**src/pkg/mcs_cfg.svh**
```systemverilog
// constants of the master clock strap select block
// assumes a 40 mhz pclk and a 32-bit apb register bus
`ifndef MCS_CFG_SVH
`define MCS_CFG_SVH
// ==========================================
// timing
`define MCS_CLK_HZ        40000000
`define MCS_HOLD_MS       500
`define MCS_ALIGN_MS      80
`define MCS_PFM_S         10
// ==========================================
// register byte offsets
`define MCS_OFF_STATUS    12'h000
`define MCS_OFF_OUT_EN    12'h004
`define MCS_OFF_OUT_MODE  12'h008
`define MCS_OFF_DIV_PWR   12'h00c
`define MCS_OFF_FREQ_OFS  12'h010
`define MCS_OFF_IRQ_STAT  12'h014
`define MCS_OFF_IRQ_MASK  12'h018
// ==========================================
// reset values
`define MCS_RST_FREQ_OFS  32'h046aaaab
// ==========================================
// status field positions
`define MCS_ST_DONE       0
`define MCS_ST_VALID      1
`define MCS_ST_FREQ_LO    2
`define MCS_ST_DIFF       5
`define MCS_ST_BYPASS     6
`define MCS_ST_BUSY       7
`define MCS_ST_REF_LO     8
`define MCS_ST_CODE_LO    10
// ==========================================
// interrupt bit positions
`define MCS_IRQ_STRAP     0
`define MCS_IRQ_ALIGN     1
`define MCS_IRQ_QUAL      2
`define MCS_IRQ_BADCODE   3
`endif

```
**src/pkg/mcs_pkg.sv**
```systemverilog
// types of the master clock strap select block
// assumes nothing beyond a systemverilog elaborator
package mcs_pkg;
  typedef enum logic [2:0] {
    MCS_F10  = 3'h0,
    MCS_F20  = 3'h1,
    MCS_F25  = 3'h2,
    MCS_F50  = 3'h3,
    MCS_F100 = 3'h4,
    MCS_F125 = 3'h5,
    MCS_F200 = 3'h6
  } mcs_freq_e;
  typedef struct packed {
    logic      valid;
    mcs_freq_e freq;
    logic      diff;
    logic      bypass;
  } mcs_strap_s;
  typedef enum logic {MCS_ST_HOLD = 1'b0, MCS_ST_DONE = 1'b1} mcs_strap_state_e;
  typedef enum logic [1:0] {
    MCS_REF_FREE  = 2'h0,
    MCS_REF_HOLD  = 2'h1,
    MCS_REF_TRACK = 2'h3
  } mcs_ref_e;
  typedef enum logic {MCS_AL_IDLE = 1'b0, MCS_AL_RUN = 1'b1} mcs_align_e;
endpackage

```
**src/rtl/mcs_strap_clk_ctrl.sv**
```systemverilog
// master clock strap select, output alignment sequencer and apb registers
// assumes straps and preload mode come from pins; apb on pclk
//
// Decided for this implementation: the APB slave port and the register addresses.
`include "mcs_cfg.svh"

// Behaviour
// - each enabled output gets a timed alignment; software polls busy or waits irq
// - alignment serves synthesizers in order zero, one, two, three
// - after reset the tracking loop is free-running unless preloaded otherwise
// - preloaded auto or forced mode holds over during reference qualification
// - each output position is differential or two single-ended outputs
// - differential position uses upper divider only; lower divider powered down
// - strap window opens at reset release on pins 5,3,2,1,0
// - codes 10100,00010,00000,00001 give 10,20,25,50 MHz single-ended
// - 11111 single-ended and 01011 differential give 100 MHz class with bypass
// - 11001 single-ended and 01101 differential give 125 MHz class with bypass
// - 01100 gives 200 MHz differential with bypass
// - low classes accept -4 percent, high classes -10 percent offset
// - last two pairs come from synthesizer two, or three when bypassed
// - enabling an output starts its alignment; output undriven meanwhile
module mcs_strap_clk_ctrl
  import mcs_pkg::*;
#(
  parameter int unsigned HOLD_CYC  = `MCS_HOLD_MS * (`MCS_CLK_HZ / 1000),
  parameter int unsigned ALIGN_CYC = `MCS_ALIGN_MS * (`MCS_CLK_HZ / 1000),
  parameter int unsigned PFM_CYC   = `MCS_PFM_S * `MCS_CLK_HZ
) (
  input  wire logic        pclk,
  input  wire logic        presetn,
  input  wire logic        ce,
  input  wire logic        psel,
  input  wire logic        penable,
  input  wire logic        pwrite,
  input  wire logic [11:0] paddr,
  input  wire logic [31:0] pwdata,
  output logic      [31:0] prdata,
  output logic             pready,
  output logic             pslverr,
  input  wire logic [4:0]  cfg_pin,
  input  wire logic [1:0]  preload_mode,
  output logic             irq,
  output logic      [5:0]  out_drive,
  output logic      [11:0] div_pwr,
  output logic             last_pair_sel,
  output logic             sys_pll_bypass,
  output logic             mclk_diff_sel,
  output logic      [2:0]  mclk_freq,
  output logic      [1:0]  ref_state,
  output logic      [31:0] freq_offset
);

  // ==========================================
  // helpers
  function automatic mcs_strap_s decode(input logic [4:0] c);
    mcs_strap_s s;
    s = '{valid: 1'b1, freq: MCS_F25, diff: 1'b0, bypass: 1'b0};
    case (c)
      5'h14: s.freq = MCS_F10;
      5'h02: s.freq = MCS_F20;
      5'h00: s.freq = MCS_F25;
      5'h01: s.freq = MCS_F50;
      5'h1f: begin
        s.freq   = MCS_F100;
        s.bypass = 1'b1;
      end
      5'h0b: begin
        s.freq   = MCS_F100;
        s.diff   = 1'b1;
        s.bypass = 1'b1;
      end
      5'h19: begin
        s.freq   = MCS_F125;
        s.bypass = 1'b1;
      end
      5'h0d: begin
        s.freq   = MCS_F125;
        s.diff   = 1'b1;
        s.bypass = 1'b1;
      end
      5'h0c: begin
        s.freq   = MCS_F200;
        s.diff   = 1'b1;
        s.bypass = 1'b1;
      end
      default: s.valid = 1'b0;
    endcase
    return s;
  endfunction

  // synthesizer feeding each output position
  function automatic logic [1:0] synth_of(input int i, input logic byp);
    logic [1:0] r;
    r = 2'h2;
    if (i == 0) begin
      r = 2'h0;
    end else if (i < 3) begin
      r = 2'h1;
    end else if (i > 3) begin
      r = byp ? 2'h3 : 2'h2;
    end
    return r;
  endfunction

  // lowest synthesizer first, then lowest position
  function automatic logic [2:0] pick(input logic [5:0] p, input logic byp);
    logic [2:0] r;
    r = 3'h7;
    for (int s = 3; s >= 0; s--) begin
      for (int i = 5; i >= 0; i--) begin
        if (p[i] && synth_of(i, byp) == 2'(s)) begin
          r = 3'(i);
        end
      end
    end
    return r;
  endfunction

  // ==========================================
  // pin synchronisers
  logic [4:0] cfg_meta;
  logic [4:0] cfg_sync;
  logic [1:0] mode_meta;
  logic [1:0] mode_sync;

  always_ff @(posedge pclk or negedge presetn) begin
    if (!presetn) begin
      cfg_meta  <= 5'h00;
      cfg_sync  <= 5'h00;
      mode_meta <= 2'h0;
      mode_sync <= 2'h0;
    end else if (ce) begin
      cfg_meta  <= cfg_pin;
      cfg_sync  <= cfg_meta;
      mode_meta <= preload_mode;
      mode_sync <= mode_meta;
    end
  end

  // ==========================================
  // strap window and latch
  mcs_strap_state_e strap_st;
  logic [31:0]      hold_cnt;
  logic [4:0]       strap_code;
  mcs_strap_s       strap;
  logic [1:0]       mode;
  wire              hold_end = (strap_st == MCS_ST_HOLD) && (hold_cnt == 32'(HOLD_CYC - 1));

  always_ff @(posedge pclk or negedge presetn) begin
    if (!presetn) begin
      strap_st   <= MCS_ST_HOLD;
      hold_cnt   <= 32'h0;
      strap_code <= 5'h00;
      strap      <= '{valid: 1'b1, freq: MCS_F25, diff: 1'b0, bypass: 1'b0};
      mode       <= 2'h0;
    end else if (ce) begin
      unique case (strap_st)
        MCS_ST_HOLD: begin
          hold_cnt <= hold_cnt + 32'h1;
          if (hold_end) begin
            strap_st   <= MCS_ST_DONE;
            strap_code <= cfg_sync;
            strap      <= decode(cfg_sync);
            mode       <= mode_sync;
          end
        end
        MCS_ST_DONE: strap_st <= MCS_ST_DONE;
      endcase
    end
  end

  // ==========================================
  // tracking loop start-up state
  mcs_ref_e    ref_st;
  logic [31:0] pfm_cnt;
  wire         qual_end = (ref_st == MCS_REF_HOLD) && (pfm_cnt == 32'(PFM_CYC - 1));

  always_ff @(posedge pclk or negedge presetn) begin
    if (!presetn) begin
      ref_st  <= MCS_REF_FREE;
      pfm_cnt <= 32'h0;
    end else if (ce) begin
      unique case (ref_st)
        MCS_REF_FREE: begin
          if (hold_end && mode_sync != 2'h0) begin
            ref_st <= MCS_REF_HOLD;
          end
        end
        MCS_REF_HOLD: begin
          pfm_cnt <= pfm_cnt + 32'h1;
          if (qual_end) begin
            ref_st <= MCS_REF_TRACK;
          end
        end
        MCS_REF_TRACK: ref_st <= MCS_REF_TRACK;
        default: ref_st <= MCS_REF_FREE;
      endcase
    end
  end

  // ==========================================
  // registers and apb decode
  logic [5:0]  out_en;
  logic [5:0]  out_mode;
  logic [3:0]  irq_stat;
  logic [3:0]  irq_mask;
  wire         acc     = psel && penable;
  wire         wr      = acc && pwrite && pready;
  wire         hit_st  = paddr == `MCS_OFF_STATUS;
  wire         hit_en  = paddr == `MCS_OFF_OUT_EN;
  wire         hit_md  = paddr == `MCS_OFF_OUT_MODE;
  wire         hit_dp  = paddr == `MCS_OFF_DIV_PWR;
  wire         hit_fo  = paddr == `MCS_OFF_FREQ_OFS;
  wire         hit_is  = paddr == `MCS_OFF_IRQ_STAT;
  wire         hit_im  = paddr == `MCS_OFF_IRQ_MASK;
  wire         hit     = hit_st | hit_en | hit_md | hit_dp | hit_fo | hit_is | hit_im;
  wire  [3:0]  w1c     = (wr && hit_is) ? pwdata[3:0] : 4'h0;

  // ==========================================
  // alignment sequencer
  mcs_align_e  al_st;
  logic [31:0] al_cnt;
  logic [2:0]  al_cur;
  logic [5:0]  pending;
  wire  [5:0]  next_en  = (wr && hit_en) ? pwdata[5:0] : out_en;
  wire  [5:0]  en_rise  = next_en & ~out_en;
  wire  [2:0]  al_pick  = pick(pending, strap.bypass);
  wire         al_end   = (al_st == MCS_AL_RUN) && (al_cnt == 32'(ALIGN_CYC - 1));
  wire  [5:0]  al_clr   = al_end ? 6'(6'h01 << al_cur) : 6'h00;

  always_ff @(posedge pclk or negedge presetn) begin
    if (!presetn) begin
      al_st   <= MCS_AL_IDLE;
      al_cnt  <= 32'h0;
      al_cur  <= 3'h0;
      pending <= 6'h00;
    end else if (ce) begin
      pending <= ((pending & ~al_clr) & next_en) | en_rise;
      unique case (al_st)
        MCS_AL_IDLE: begin
          al_cnt <= 32'h0;
          if (strap_st == MCS_ST_DONE && al_pick != 3'h7) begin
            al_cur <= al_pick;
            al_st  <= MCS_AL_RUN;
          end
        end
        MCS_AL_RUN: begin
          al_cnt <= al_cnt + 32'h1;
          if (al_end) begin
            al_st <= MCS_AL_IDLE;
          end
        end
      endcase
    end
  end

  // ==========================================
  // register storage and interrupts
  wire [3:0] ev = {hold_end && !decode(cfg_sync).valid, qual_end, al_end, hold_end};
  wire [3:0] next_irq_stat = (irq_stat & ~w1c) | ev;

  always_ff @(posedge pclk or negedge presetn) begin
    if (!presetn) begin
      out_en      <= 6'h00;
      out_mode    <= 6'h00;
      freq_offset <= `MCS_RST_FREQ_OFS;
      irq_stat    <= 4'h0;
      irq_mask    <= 4'h0;
      irq         <= 1'b0;
    end else if (ce) begin
      out_en   <= next_en;
      irq_stat <= next_irq_stat;
      irq      <= |(next_irq_stat & irq_mask);
      if (wr && hit_md) begin
        out_mode <= pwdata[5:0];
      end
      if (wr && hit_fo) begin
        freq_offset <= pwdata;
      end
      if (wr && hit_im) begin
        irq_mask <= pwdata[3:0];
      end
    end
  end

  // ==========================================
  // outputs and read data
  logic [11:0] next_div;
  always_comb begin
    next_div = 12'h000;
    for (int i = 0; i < 6; i++) begin
      next_div[2*i]   = out_en[i];
      next_div[2*i+1] = out_en[i] && !out_mode[i];
    end
  end

  logic [31:0] status;
  always_comb begin
    status = 32'h0;
    status[`MCS_ST_DONE]                     = strap_st == MCS_ST_DONE;
    status[`MCS_ST_VALID]                    = strap.valid;
    status[`MCS_ST_FREQ_LO +: 3]             = strap.freq;
    status[`MCS_ST_DIFF]                     = strap.diff;
    status[`MCS_ST_BYPASS]                   = strap.bypass;
    status[`MCS_ST_BUSY]                     = (al_st == MCS_AL_RUN) || (|pending);
    status[`MCS_ST_REF_LO +: 2]              = ref_st;
    status[`MCS_ST_CODE_LO +: 5]             = strap_code;
  end

  wire [31:0] rdata = hit_st ? status :
                      hit_en ? {26'h0, out_en} :
                      hit_md ? {26'h0, out_mode} :
                      hit_dp ? {20'h0, next_div} :
                      hit_fo ? freq_offset :
                      hit_is ? {28'h0, irq_stat} :
                      hit_im ? {28'h0, irq_mask} : 32'h0;

  always_ff @(posedge pclk or negedge presetn) begin
    if (!presetn) begin
      prdata         <= 32'h0;
      pready         <= 1'b0;
      pslverr        <= 1'b0;
      out_drive      <= 6'h00;
      div_pwr        <= 12'h000;
      last_pair_sel  <= 1'b0;
      sys_pll_bypass <= 1'b0;
      mclk_diff_sel  <= 1'b0;
      mclk_freq      <= 3'h2;
      ref_state      <= 2'h0;
    end else if (ce) begin
      pready         <= acc && !pready;
      pslverr        <= acc && !pready && !hit;
      prdata         <= (acc && !pready && !pwrite) ? rdata : 32'h0;
      out_drive      <= out_en & ~pending;
      div_pwr        <= next_div;
      last_pair_sel  <= strap.bypass;
      sys_pll_bypass <= strap.bypass;
      mclk_diff_sel  <= strap.diff;
      mclk_freq      <= strap.freq;
      ref_state      <= ref_st;
    end
  end

endmodule // mcs_strap_clk_ctrl

```
**config.mk**
```make
export PLATFORM = sky130hd
export DESIGN_NAME = mcs_strap_clk_ctrl
export DESIGN_NICKNAME = d
export VERILOG_FILES = /design/src/pkg/mcs_pkg.sv /design/src/rtl/mcs_strap_clk_ctrl.sv
export VERILOG_INCLUDE_DIRS = /design/src /design/src/pkg
export SDC_FILE = /design/constraint.sdc
export NUM_CORES = 1
export LEC_CHECK = 0
export BUFFER_PORTS_ARGS = -buffer_cell sky130_fd_sc_hd__buf_4
export CAP_MARGIN = 20
export CORE_UTILIZATION = 48
export CTS_BUF_LIST = sky130_fd_sc_hd__clkbuf_4 sky130_fd_sc_hd__clkbuf_8
export CTS_CLUSTER_DIAMETER = 60
export DETAILED_ROUTE_END_ITERATION = 12
export PLACE_DENSITY = 0.68
export SLEW_MARGIN = 40
export SYNTH_ARGS = -nofsm -noshare
export SYNTH_HDL_FRONTEND = slang
export SYNTH_SLANG_ARGS = --single-unit
```
**constraint.sdc**
```tcl
create_clock -name pclk -period 4.8 [get_ports pclk]
set_clock_uncertainty 0.1 [all_clocks]
set_input_delay 0.48 -clock pclk [delete_from_list [all_inputs] [get_ports pclk]]
set_output_delay 0.48 -clock pclk [all_outputs]
set_load 0.05 [all_outputs]
```
==> results by group, run 1 <==
Run status
  – Result of the run: finished, final reports clean

STA
  – Final Cycle Share: 0.5652
  – Max Slew Vio Count: 0
  – Setup violation total in the final timing report: 0
  – Worst setup margin: 2087 ps
  – Unrepaired setup endpoints after global routing: no
  – Setup Total Neg Slack: 0 ps
  – Worst Max-Slew Pin Slew: between 700 and 800 ps
  – Worst-case headroom to the max-slew limit: 0.4949
  – Post-Route Hold Slack: 74.75 ps
  – Fmax: 0.3686 GHz
  – Endpoints failing hold: 0
  – Time the final worst path needs with I/O delays and setup: ~2700 ps

Critical path
  – Peak fanout along the critical path: 15
  – Worst setup SP type: input port
  – Crit path kind: in -> reg
  – Endpoint kind of the worst setup timing path: flip-flop
  – Signal arrival time at the worst endpoint: 3030 ps
  – Endpoint of the worst-slack reg-to-reg timing path: status[1]
  – Count of cells along the worst register-to-register path: 5
  – Worst flop-to-flop path startpoint: hold_cnt[27]
  – Setup slack of the most critical reg-to-reg path: 2220 ps
  – Critical Path RT: 5120 ps

Drt
  – DRT Pass-1 Iters: 5
  – Routed Antenna Nets: 0
  – Aggregate routed wire length: 27560 um
  – Violation count after the first detailed-routing iteration: around 570
  – Via density per instance: 5.580
  – DRC errors left: 0
  – Via Count: 8538
  – Avg WL per Cell: around 18 um

Die
  – Die outline area: 0.02423 mm^2
  – Number of rows created at floorplan: 55
  – I/O pins: 150
  – Die X-Extent: 155.7 um
  – Area of the core region: 0.02292 mm^2
  – Die height: 155.7 um
  – Initial core utilization: 0.4945

Final layout
  – Count of filler cells inserted in the layout: 1930
  – Area overhead of the layout relative to synthesis: 20.74%
  – Fin area: 0.01368 mm^2
  – Share of cells above drive strength 1: 0.2892
  – Final Net Count: 1246
  – Antenna cells: 0
  – Core utilization of the finished layout: 0.5971

Clocking
  – Root buffer cell: sky130_fd_sc_hd__clkbuf_8
  – # clock sinks: 246
  – Clock-pin slew reported for the worst setup and hold paths after clock tree synthesis: 60 ps
  – Clock tree from TritonCTS: built
  – Number of CTS-inserted buffers: 42
  – Post-CTS sizing: 0
  – Insertion delay to the later sink of the worst-skew pair: between 500 and 600 ps
  – Clock tree buffer depth: 3
  – Count of H-tree levels built during CTS: 2

Global routing
  – Wire length of the first global-routing pass: 44780 um
  – Global route total overflow: 0
  – Maximum number of pins on one net before global-route repair: 112
  – Via count of the first global-routing pass: 8421
  – Initial antenna violation count: 0
  – Global-route usage over all layers: 0.2340

Logic synthesis
  – Number of register bits inferred by synthesis: 246
  – Sequential area share after synthesis: 0.5451
  – Post-Syn Nets: 1087
  – Number of library cell types mapped by synthesis: 65
  – Mapped cell area: 0.01133 mm^2
  – Synthesized area divided by synthesized cell count: 11.03 um^2
  – Count of yosys warnings during synthesis: 0
  – Post-Synthesis Cells: 1027
  – Most instantiated flip-flop cell in the synthesis netlist: sky130_fd_sc_hd__dfrtp_1
  – Number of enable-type register cells in the synthesized netlist: 0
  – Proportion of synthesized flip-flops having asynchronous set or reset: 1.000

Min path
  – Hold path startpoint: cfg_pin[2]
  – Class of the worst hold path: in -> reg
  – Worst Hold Endpoint: cfg_meta[2]
  – Worst hold path depth: 2

Placed design
  – Pre-CTS WS: 1597 ps
  – Instance area after placement: 0.01275 mm^2
  – Post-DP HPWL: 19330 um
  – Number of port buffers: between 100 and 150
  – Placer's final routability congestion estimate: 0.8721

Power and ir drop
  – Peak supply drop: 231.4 uV
  – PwrDens: about 330 mW/mm^2
  – Leakage power: 6.307 nW

Run
  – Max-cap violations: 0
## cell families (layout without fill, tap and decap cells)
| group | after synthesis | count (layout) | synth area share |
|---|---|---|---|
| AOI/OAI and AO/OA | 149 | 149 | 0.09208 |
| xor gates and xnor gates | 86 | 86 | 0.06647 |
| adders and majority gates | 3 | 3 | 0.003313 |
| buffers and inverters | 70 | 260 | 0.02451 |
| DFF | 246 | 246 | 0.5451 |
| muxes | 89 | 89 | 0.08778 |
| and+or+nand+nor | 384 | 384 | 0.1807 |
## synthesized netlist by cell type (all sizes together), types with 4 or more instances
library cell | number | area, um^2
clkbuf | 25 | 93.84
nand2b | 5 | 31.28
nor3 | 28 | 150.1
buf | 18 | 82.58
or3 | 13 | 81.33
a32oi | 4 | 35.03
a21o | 4 | 30.03
inv | 27 | 101.4
a31o | 5 | 43.79
nor2 | 75 | 281.5
and3 | 20 | 125.1
mux2 | 83 | 934.7
dfstp | 17 | 446.7
a31oi | 4 | 25.02
o22ai | 5 | 31.28
and4 | 7 | 61.31
nor4 | 22 | 162.7
o211ai | 6 | 45.04
a222oi | 4 | 40.04
a22oi | 6 | 45.04
o21ai | 36 | 180.2
nor3b | 5 | 37.54
a221o | 5 | 50.05
xnor2 | 56 | 490.5
a21oi | 20 | 100.1
nand2 | 82 | 307.8
o31ai | 8 | 60.06
nand4 | 23 | 143.9
and2 | 4 | 25.02
or4 | 9 | 71.32
a22o | 19 | 166.4
dfrtp | 229 | 5731
xor2 | 30 | 262.8
mux2i | 6 | 60.06
nor2b | 18 | 112.6
nor4b | 8 | 95.09
nand3 | 56 | 285.3
## area by class of cell
class | count | area (um^2) | area share
Multi-Input combinational cell | 711 | 4890 | 0.3574
Clock inverter | 2 | 12.51 | 0.0009145
Timing Repair Buffer | 158 | 1236 | 0.09035
Tap cell | 313 | 391.6 | 0.02862
Inverter | 27 | 101.3 | 0.007407
Clock buffer | 73 | 873.3 | 0.06383
Sequential cell | 246 | 6177 | 0.4515
## per-layer routing
layer	share of wire	vias to the layer above	global-route usage	wire length, um
met4	0.020	0	0.06769	557
met3	0.074	52	0.05194	2051
li1	-	4031	-	-
met1	0.44	4168	0.3291	12140
met2	0.46	287	0.3634	12810
met5	0	-	0	0
## state kept, by name, indices dropped and copies added, names as in the netlist, 4 cells and up
register and count:
irq_stat 4, cfg_meta 5, status 6, hold_cnt 32, div_pwr 12, out_mode 6
al_cnt 32, freq_offset 32, irq_mask 4, strap_code 5, cfg_sync 5, out_drive 6
prdata 32, out_en 6, pending 6, pfm_cnt 32
## report_power, final
part | switching [mW] | leakage (nW) | internal (mW)
clock network | 0.820 | 0.475 | 1.13
logic | 0.194 | 2.60 | 0.148
registers | 0.0977 | 3.23 | 2.16
## repair_timing
item,in CTS,in global routing
hold endpoints to repair,104,0
hold buffers,1,0
setup buffers,0,0
## worst max-delay path: stages
cell,delay [ps]
sky130_fd_sc_hd__buf_4,110
sky130_fd_sc_hd__nor4_2,680
sky130_fd_sc_hd__nand3_1,640
sky130_fd_sc_hd__nor3_2,700
sky130_fd_sc_hd__mux2_2,410
## worst max-delay path by stage
stage / startpoint / endpoint / slack, ps / cells after the start
after floorplan: al_cnt[0] / pending[4] / 2520 / 7
after global placement: paddr[5] / out_en[5] / 1720 / 5
after detailed placement: paddr[5] / out_en[4] / 1600 / 5
after CTS: paddr[5] / out_en[4] / 2150 / 5
after global routing: paddr[9] / out_en[3] / 2010 / 5
final: paddr[9] / out_en[3] / 2090 / 5
## metrics by stage
| stage | instances | power [mW] |
|---|---|---|
| 4_1_cts | 1529 | 4.608 |
| 5_1_grt | 1530 | 4.753 |
| 3_5_place_dp | 1453 | 2.637 |
| 3_3_place_gp | 1452 | 2.629 |
| 2_1_floorplan | 1027 | 2.481 |
| 6_report | 1530 | 4.558 |
## cells in the final DEF, fill, tap and decap left out, types with 5 or more instances in the layout
cell	instances
sky130_fd_sc_hd__and3_1	20
sky130_fd_sc_hd__xnor2_1	56
sky130_fd_sc_hd__inv_1	27
sky130_fd_sc_hd__or4_1	8
sky130_fd_sc_hd__nor2b_1	18
sky130_fd_sc_hd__nor3b_1	5
sky130_fd_sc_hd__xor2_1	30
sky130_fd_sc_hd__nand4_1	23
sky130_fd_sc_hd__a221o_1	5
sky130_fd_sc_hd__mux2_2	83
sky130_fd_sc_hd__or3_1	13
sky130_fd_sc_hd__nand2_1	82
sky130_fd_sc_hd__o22ai_1	5
sky130_fd_sc_hd__a22o_1	19
sky130_fd_sc_hd__buf_4	153
sky130_fd_sc_hd__o31ai_1	8
sky130_fd_sc_hd__nor3_1	25
sky130_fd_sc_hd__nor4_1	18
sky130_fd_sc_hd__nor2_1	74
sky130_fd_sc_hd__and4_1	7
sky130_fd_sc_hd__mux2i_1	6
sky130_fd_sc_hd__nand2b_1	5
sky130_fd_sc_hd__dfrtp_1	229
sky130_fd_sc_hd__dfstp_2	17
sky130_fd_sc_hd__o211ai_1	6
sky130_fd_sc_hd__a21oi_1	20
sky130_fd_sc_hd__a31o_2	5
sky130_fd_sc_hd__o21ai_0	35
sky130_fd_sc_hd__nand3_1	55
sky130_fd_sc_hd__clkbuf_4	21
sky130_fd_sc_hd__clkbuf_8	52
sky130_fd_sc_hd__a22oi_1	6
Power figures use the tool's default switching activity.
==> inputs of run 2 (changes only) <==
Settings changed: ABC_AREA set to 1.
Clock period 4.8 ns to 2.64 ns, I/O delays scaled along.
==> results by group, run 2 <==
Critical path
  – Endpoint of the worst-slack reg-to-reg timing path: pending[2]
  – Endpoint kind of the worst setup timing path: flip-flop
  – Setup slack of the most critical reg-to-reg path: 460 ps
  – Crit path kind: in -> reg
  – Critical Path RT: 3000 ps
  – Cell type group with the largest total delay on the critical path: buffers and inverters
  – CP cell instances: dlygate4sd3_1 > buf_4 > clkinv_2 > nor2_1 > inv_1 > nor2_1 > nand2_1 > o21a_1
  – Count of cells along the worst register-to-register path: 10
  – Biggest cell delay along the critical path: roughly 530 ps
  – Number of buffer and inverter instances along the worst setup path: 4
  – Max stage delay cell, worst path: sky130_fd_sc_hd__dlygate4sd3_1
  – Worst flop-to-flop path startpoint: al_cnt[0]
  – Signal arrival time at the worst endpoint: 2600 ps
  – Peak fanout along the critical path: 30
  – Worst setup SP type: input port
  – Critical Path Most Common Cell: sky130_fd_sc_hd__nor2_1

Power and ir drop
  – PwrDens: around 650 mW/mm^2
  – Leakage power: 7.647 nW
  – Pwr Total: 10.05 mW
  – Peak supply drop: 555.4 uV

Clocking
  – Root buffer cell: sky130_fd_sc_hd__clkbuf_8
  – Number of CTS-inserted buffers: 45
  – Clock tree from TritonCTS: built
  – Number of buffers inserted by post-CTS setup repair: 0
  – Count of H-tree levels built during CTS: 2
  – Insertion delay to the later sink of the worst-skew pair: 590 ps
  – # clock sinks: 246
  – Clock-pin slew reported for the worst setup and hold paths after clock tree synthesis: about 60 ps
  – Clock tree buffer depth: 3

Global routing
  – Initial antenna violation count: 0
  – Met1 capacity usage during global routing: 0.3482
  – Global-route usage over all layers: 0.2538
  – Global route total overflow: 0
  – Maximum number of pins on one net before global-route repair: between 80 and 90
  – Wire length of the first global-routing pass: 53550 um
  – Met3 routing resource usage after global routing: 0.04278
  – Most utilized layer in the global route result: met2
  – Global routing usage on met2: 0.4134
  – Via count of the first global-routing pass: 10400

Logic synthesis
  – Post-Synthesis Cells: 1470
  – Number of enable-type register cells in the synthesized netlist: 0
  – Proportion of synthesized flip-flops having asynchronous set or reset: 1.000
  – Cell accounting for the most synthesized area: sky130_fd_sc_hd__dfrtp_1
  – Count of yosys warnings during synthesis: 0
  – Most frequently used cell type in the post-synthesis netlist: sky130_fd_sc_hd__nand2_1
  – Most instantiated flip-flop cell in the synthesis netlist: sky130_fd_sc_hd__dfrtp_1
  – Area contributors post-synth: sky130_fd_sc_hd__dfrtp_1, sky130_fd_sc_hd__nand2_1, sky130_fd_sc_hd__inv_1, sky130_fd_sc_hd__nor2_1, sky130_fd_sc_hd__o21ai_0
  – Synthesized area divided by synthesized cell count: 8.422 um^2
  – Post-Syn Nets: 1530
  – Post-synth top cells: sky130_fd_sc_hd__nand2_1, sky130_fd_sc_hd__dfrtp_1, sky130_fd_sc_hd__inv_1, sky130_fd_sc_hd__nor2_1, sky130_fd_sc_hd__o21ai_0
  – Sequential area share after synthesis: 0.4989
  – Fraction of post-synthesis cell area in the top cell type by area: 0.4629
  – Mapped cell area: 0.01238 mm^2
  – Number of register bits inferred by synthesis: 246
  – Number of library cell types mapped by synthesis: 54

STA
  – Worst Max-Slew Pin Slew: a little over 600 ps
  – Setup violation total in the final timing report: 0
  – Worst-case headroom to the max-slew limit: 0.5968
  – Unrepaired setup endpoints after global routing: no
  – Endpoints failing hold: 0
  – Post-Route Hold Slack: between 20 and 25 ps
  – Fmax: 0.4467 GHz
  – Setup Total Neg Slack: 0 ps
  – Final Cycle Share: 0.8481
  – Time the final worst path needs with I/O delays and setup: around 2200 ps
  – Max Slew Vio Count: 0

Final layout
  – Non-filler instance count after layout: 2056
  – Area overhead of the layout relative to synthesis: 25.24%
  – Count of filler cells inserted in the layout: 2158
  – Antenna cells: 0
  – Final Net Count: 1749
  – Most used cells in the layout excluding fill and tap cells: sky130_fd_sc_hd__nand2_1, sky130_fd_sc_hd__dfrtp_1, sky130_fd_sc_hd__buf_4
  – Most common cell after layout, fill and taps aside: sky130_fd_sc_hd__nand2_1
  – Multi-input gate area in the final layout: ~0.0055 mm^2
  – Register Area: 0.006177 mm^2
  – Fin area: roughly 0.016 mm^2
  – Share of cells above drive strength 1: 0.2068

Drt
  – Avg WL per Cell: 16.06 um
  – DRC errors left: 0
  – Routed Antenna Nets: 0
  – DRT Pass-1 Iters: 7
  – Violation count after the first detailed-routing iteration: 840
  – Via Count: 10900
  – Aggregate routed wire length: 33020 um
  – Via density per instance: 5.301

Die
  – Die X-Extent: 162.6 um
  – Die outline area: 0.02644 mm^2
  – Initial core utilization: 0.4902
  – Area of the core region: approximately 0.025 mm^2
  – Number of rows created at floorplan: 58
  – I/O pins: 150
  – Die height: 162.6 um

Placed design
  – Placer's final routability congestion estimate: 0.9389
  – Instance area after placement: between 0.01 and 0.015 mm^2
  – Post-DP HPWL: between 20000 and 25000 um
  – Number of port buffers: 149
  – Number of instances in the placed design: 1924

Run status
  – Result of the run: finished, final reports clean

Run
  – Max-cap violations: 0

Min path
  – Class of the worst hold path: in -> async
==> run 2: cell count changes in the layout (fill, tap and decap cells not counted), sizes merged, moves of 47 or more <==
cell	before	now
nand2	82	408
mux2	83	27
nor2	75	160
dlygate4sd3	1	48
o21ai	36	98
inv	27	153
==> run 2: final cells by class <==
type / count / area share
timing repair buffer: 211 / 0.1128
inverter: 151 / 0.03680
tap: 330 / 0.02663
sequential: 246 / 0.3984
clock buffer: 70 / 0.05890
clock inverter: 14 / 0.01444
multi-input combinational: 1034 / 0.3521
==> run 2: worst reg2reg max path, stage by stage (launching register included) <==
cell	delay, ps
sky130_fd_sc_hd__dfrtp_1	460
sky130_fd_sc_hd__ha_1	300
sky130_fd_sc_hd__inv_1	110
sky130_fd_sc_hd__nor2_1	170
sky130_fd_sc_hd__nand2_1	130
sky130_fd_sc_hd__nor2_1	120
sky130_fd_sc_hd__nand3_1	230
sky130_fd_sc_hd__o21ai_0	220
sky130_fd_sc_hd__nand2_1	60
sky130_fd_sc_hd__nand2_1	60
sky130_fd_sc_hd__o21ai_0	70
==> run 2: worst max path at each step <==
stage	start	to	depth (start not counted)
2_1_floorplan	pready	freq_offset[24]	8
3_3_place_gp	ce	freq_offset[25]	6
3_5_place_dp	ce	al_cur[1]	7
4_1_cts	ce	al_cur[0]	8
5_1_grt	al_cnt[0]	pending[1]	10
6_report	ce	al_cur[0]	8
==> run 2: power by group <==
group	leakage, nW	switching [mW]	internal (mW)	total [mW]
clock	0.597	1.72	2.73	4.45
combinational	3.91	0.819	0.439	1.26
sequential	3.14	0.298	4.04	4.34
==> run 2: cell families after synthesis <==
kind of cell    synth area share
compound gates           0.08722
simple gates              0.2768
fa+ha+maj               0.003032
xor+xnor                 0.04669
flops                     0.4989
buf+inv                  0.06033
mux                      0.02698
==> run 2: timing repair <==
action	in CTS	in global routing
hold buffers	48	0
endpoints found under the hold margin	296	0
gates resized for setup	0	0
==> run 2: stage by stage <==
| stage | setup slack (ps) | utilization |
|---|---|---|
| finish | 401.1 | 0.6140 |
| floorplan | 618.0 | - |
| global route | 179.7 | 0.6140 |
| CTS | 444.5 | 0.6140 |
| global placement | 437.2 | 0.5499 |
| detailed placement | 397.3 | 0.5499 |
==> run 2: layer usage <==
| metal | wire, um | vias to the layer above |
|---|---|---|
| met5 | 0 | - |
| met1 | 14660 | 5231 |
| met2 | 15760 | 347 |
| met4 | 714 | 0 |
| li1 | - | 5258 |
| met3 | 1886 | 63 |
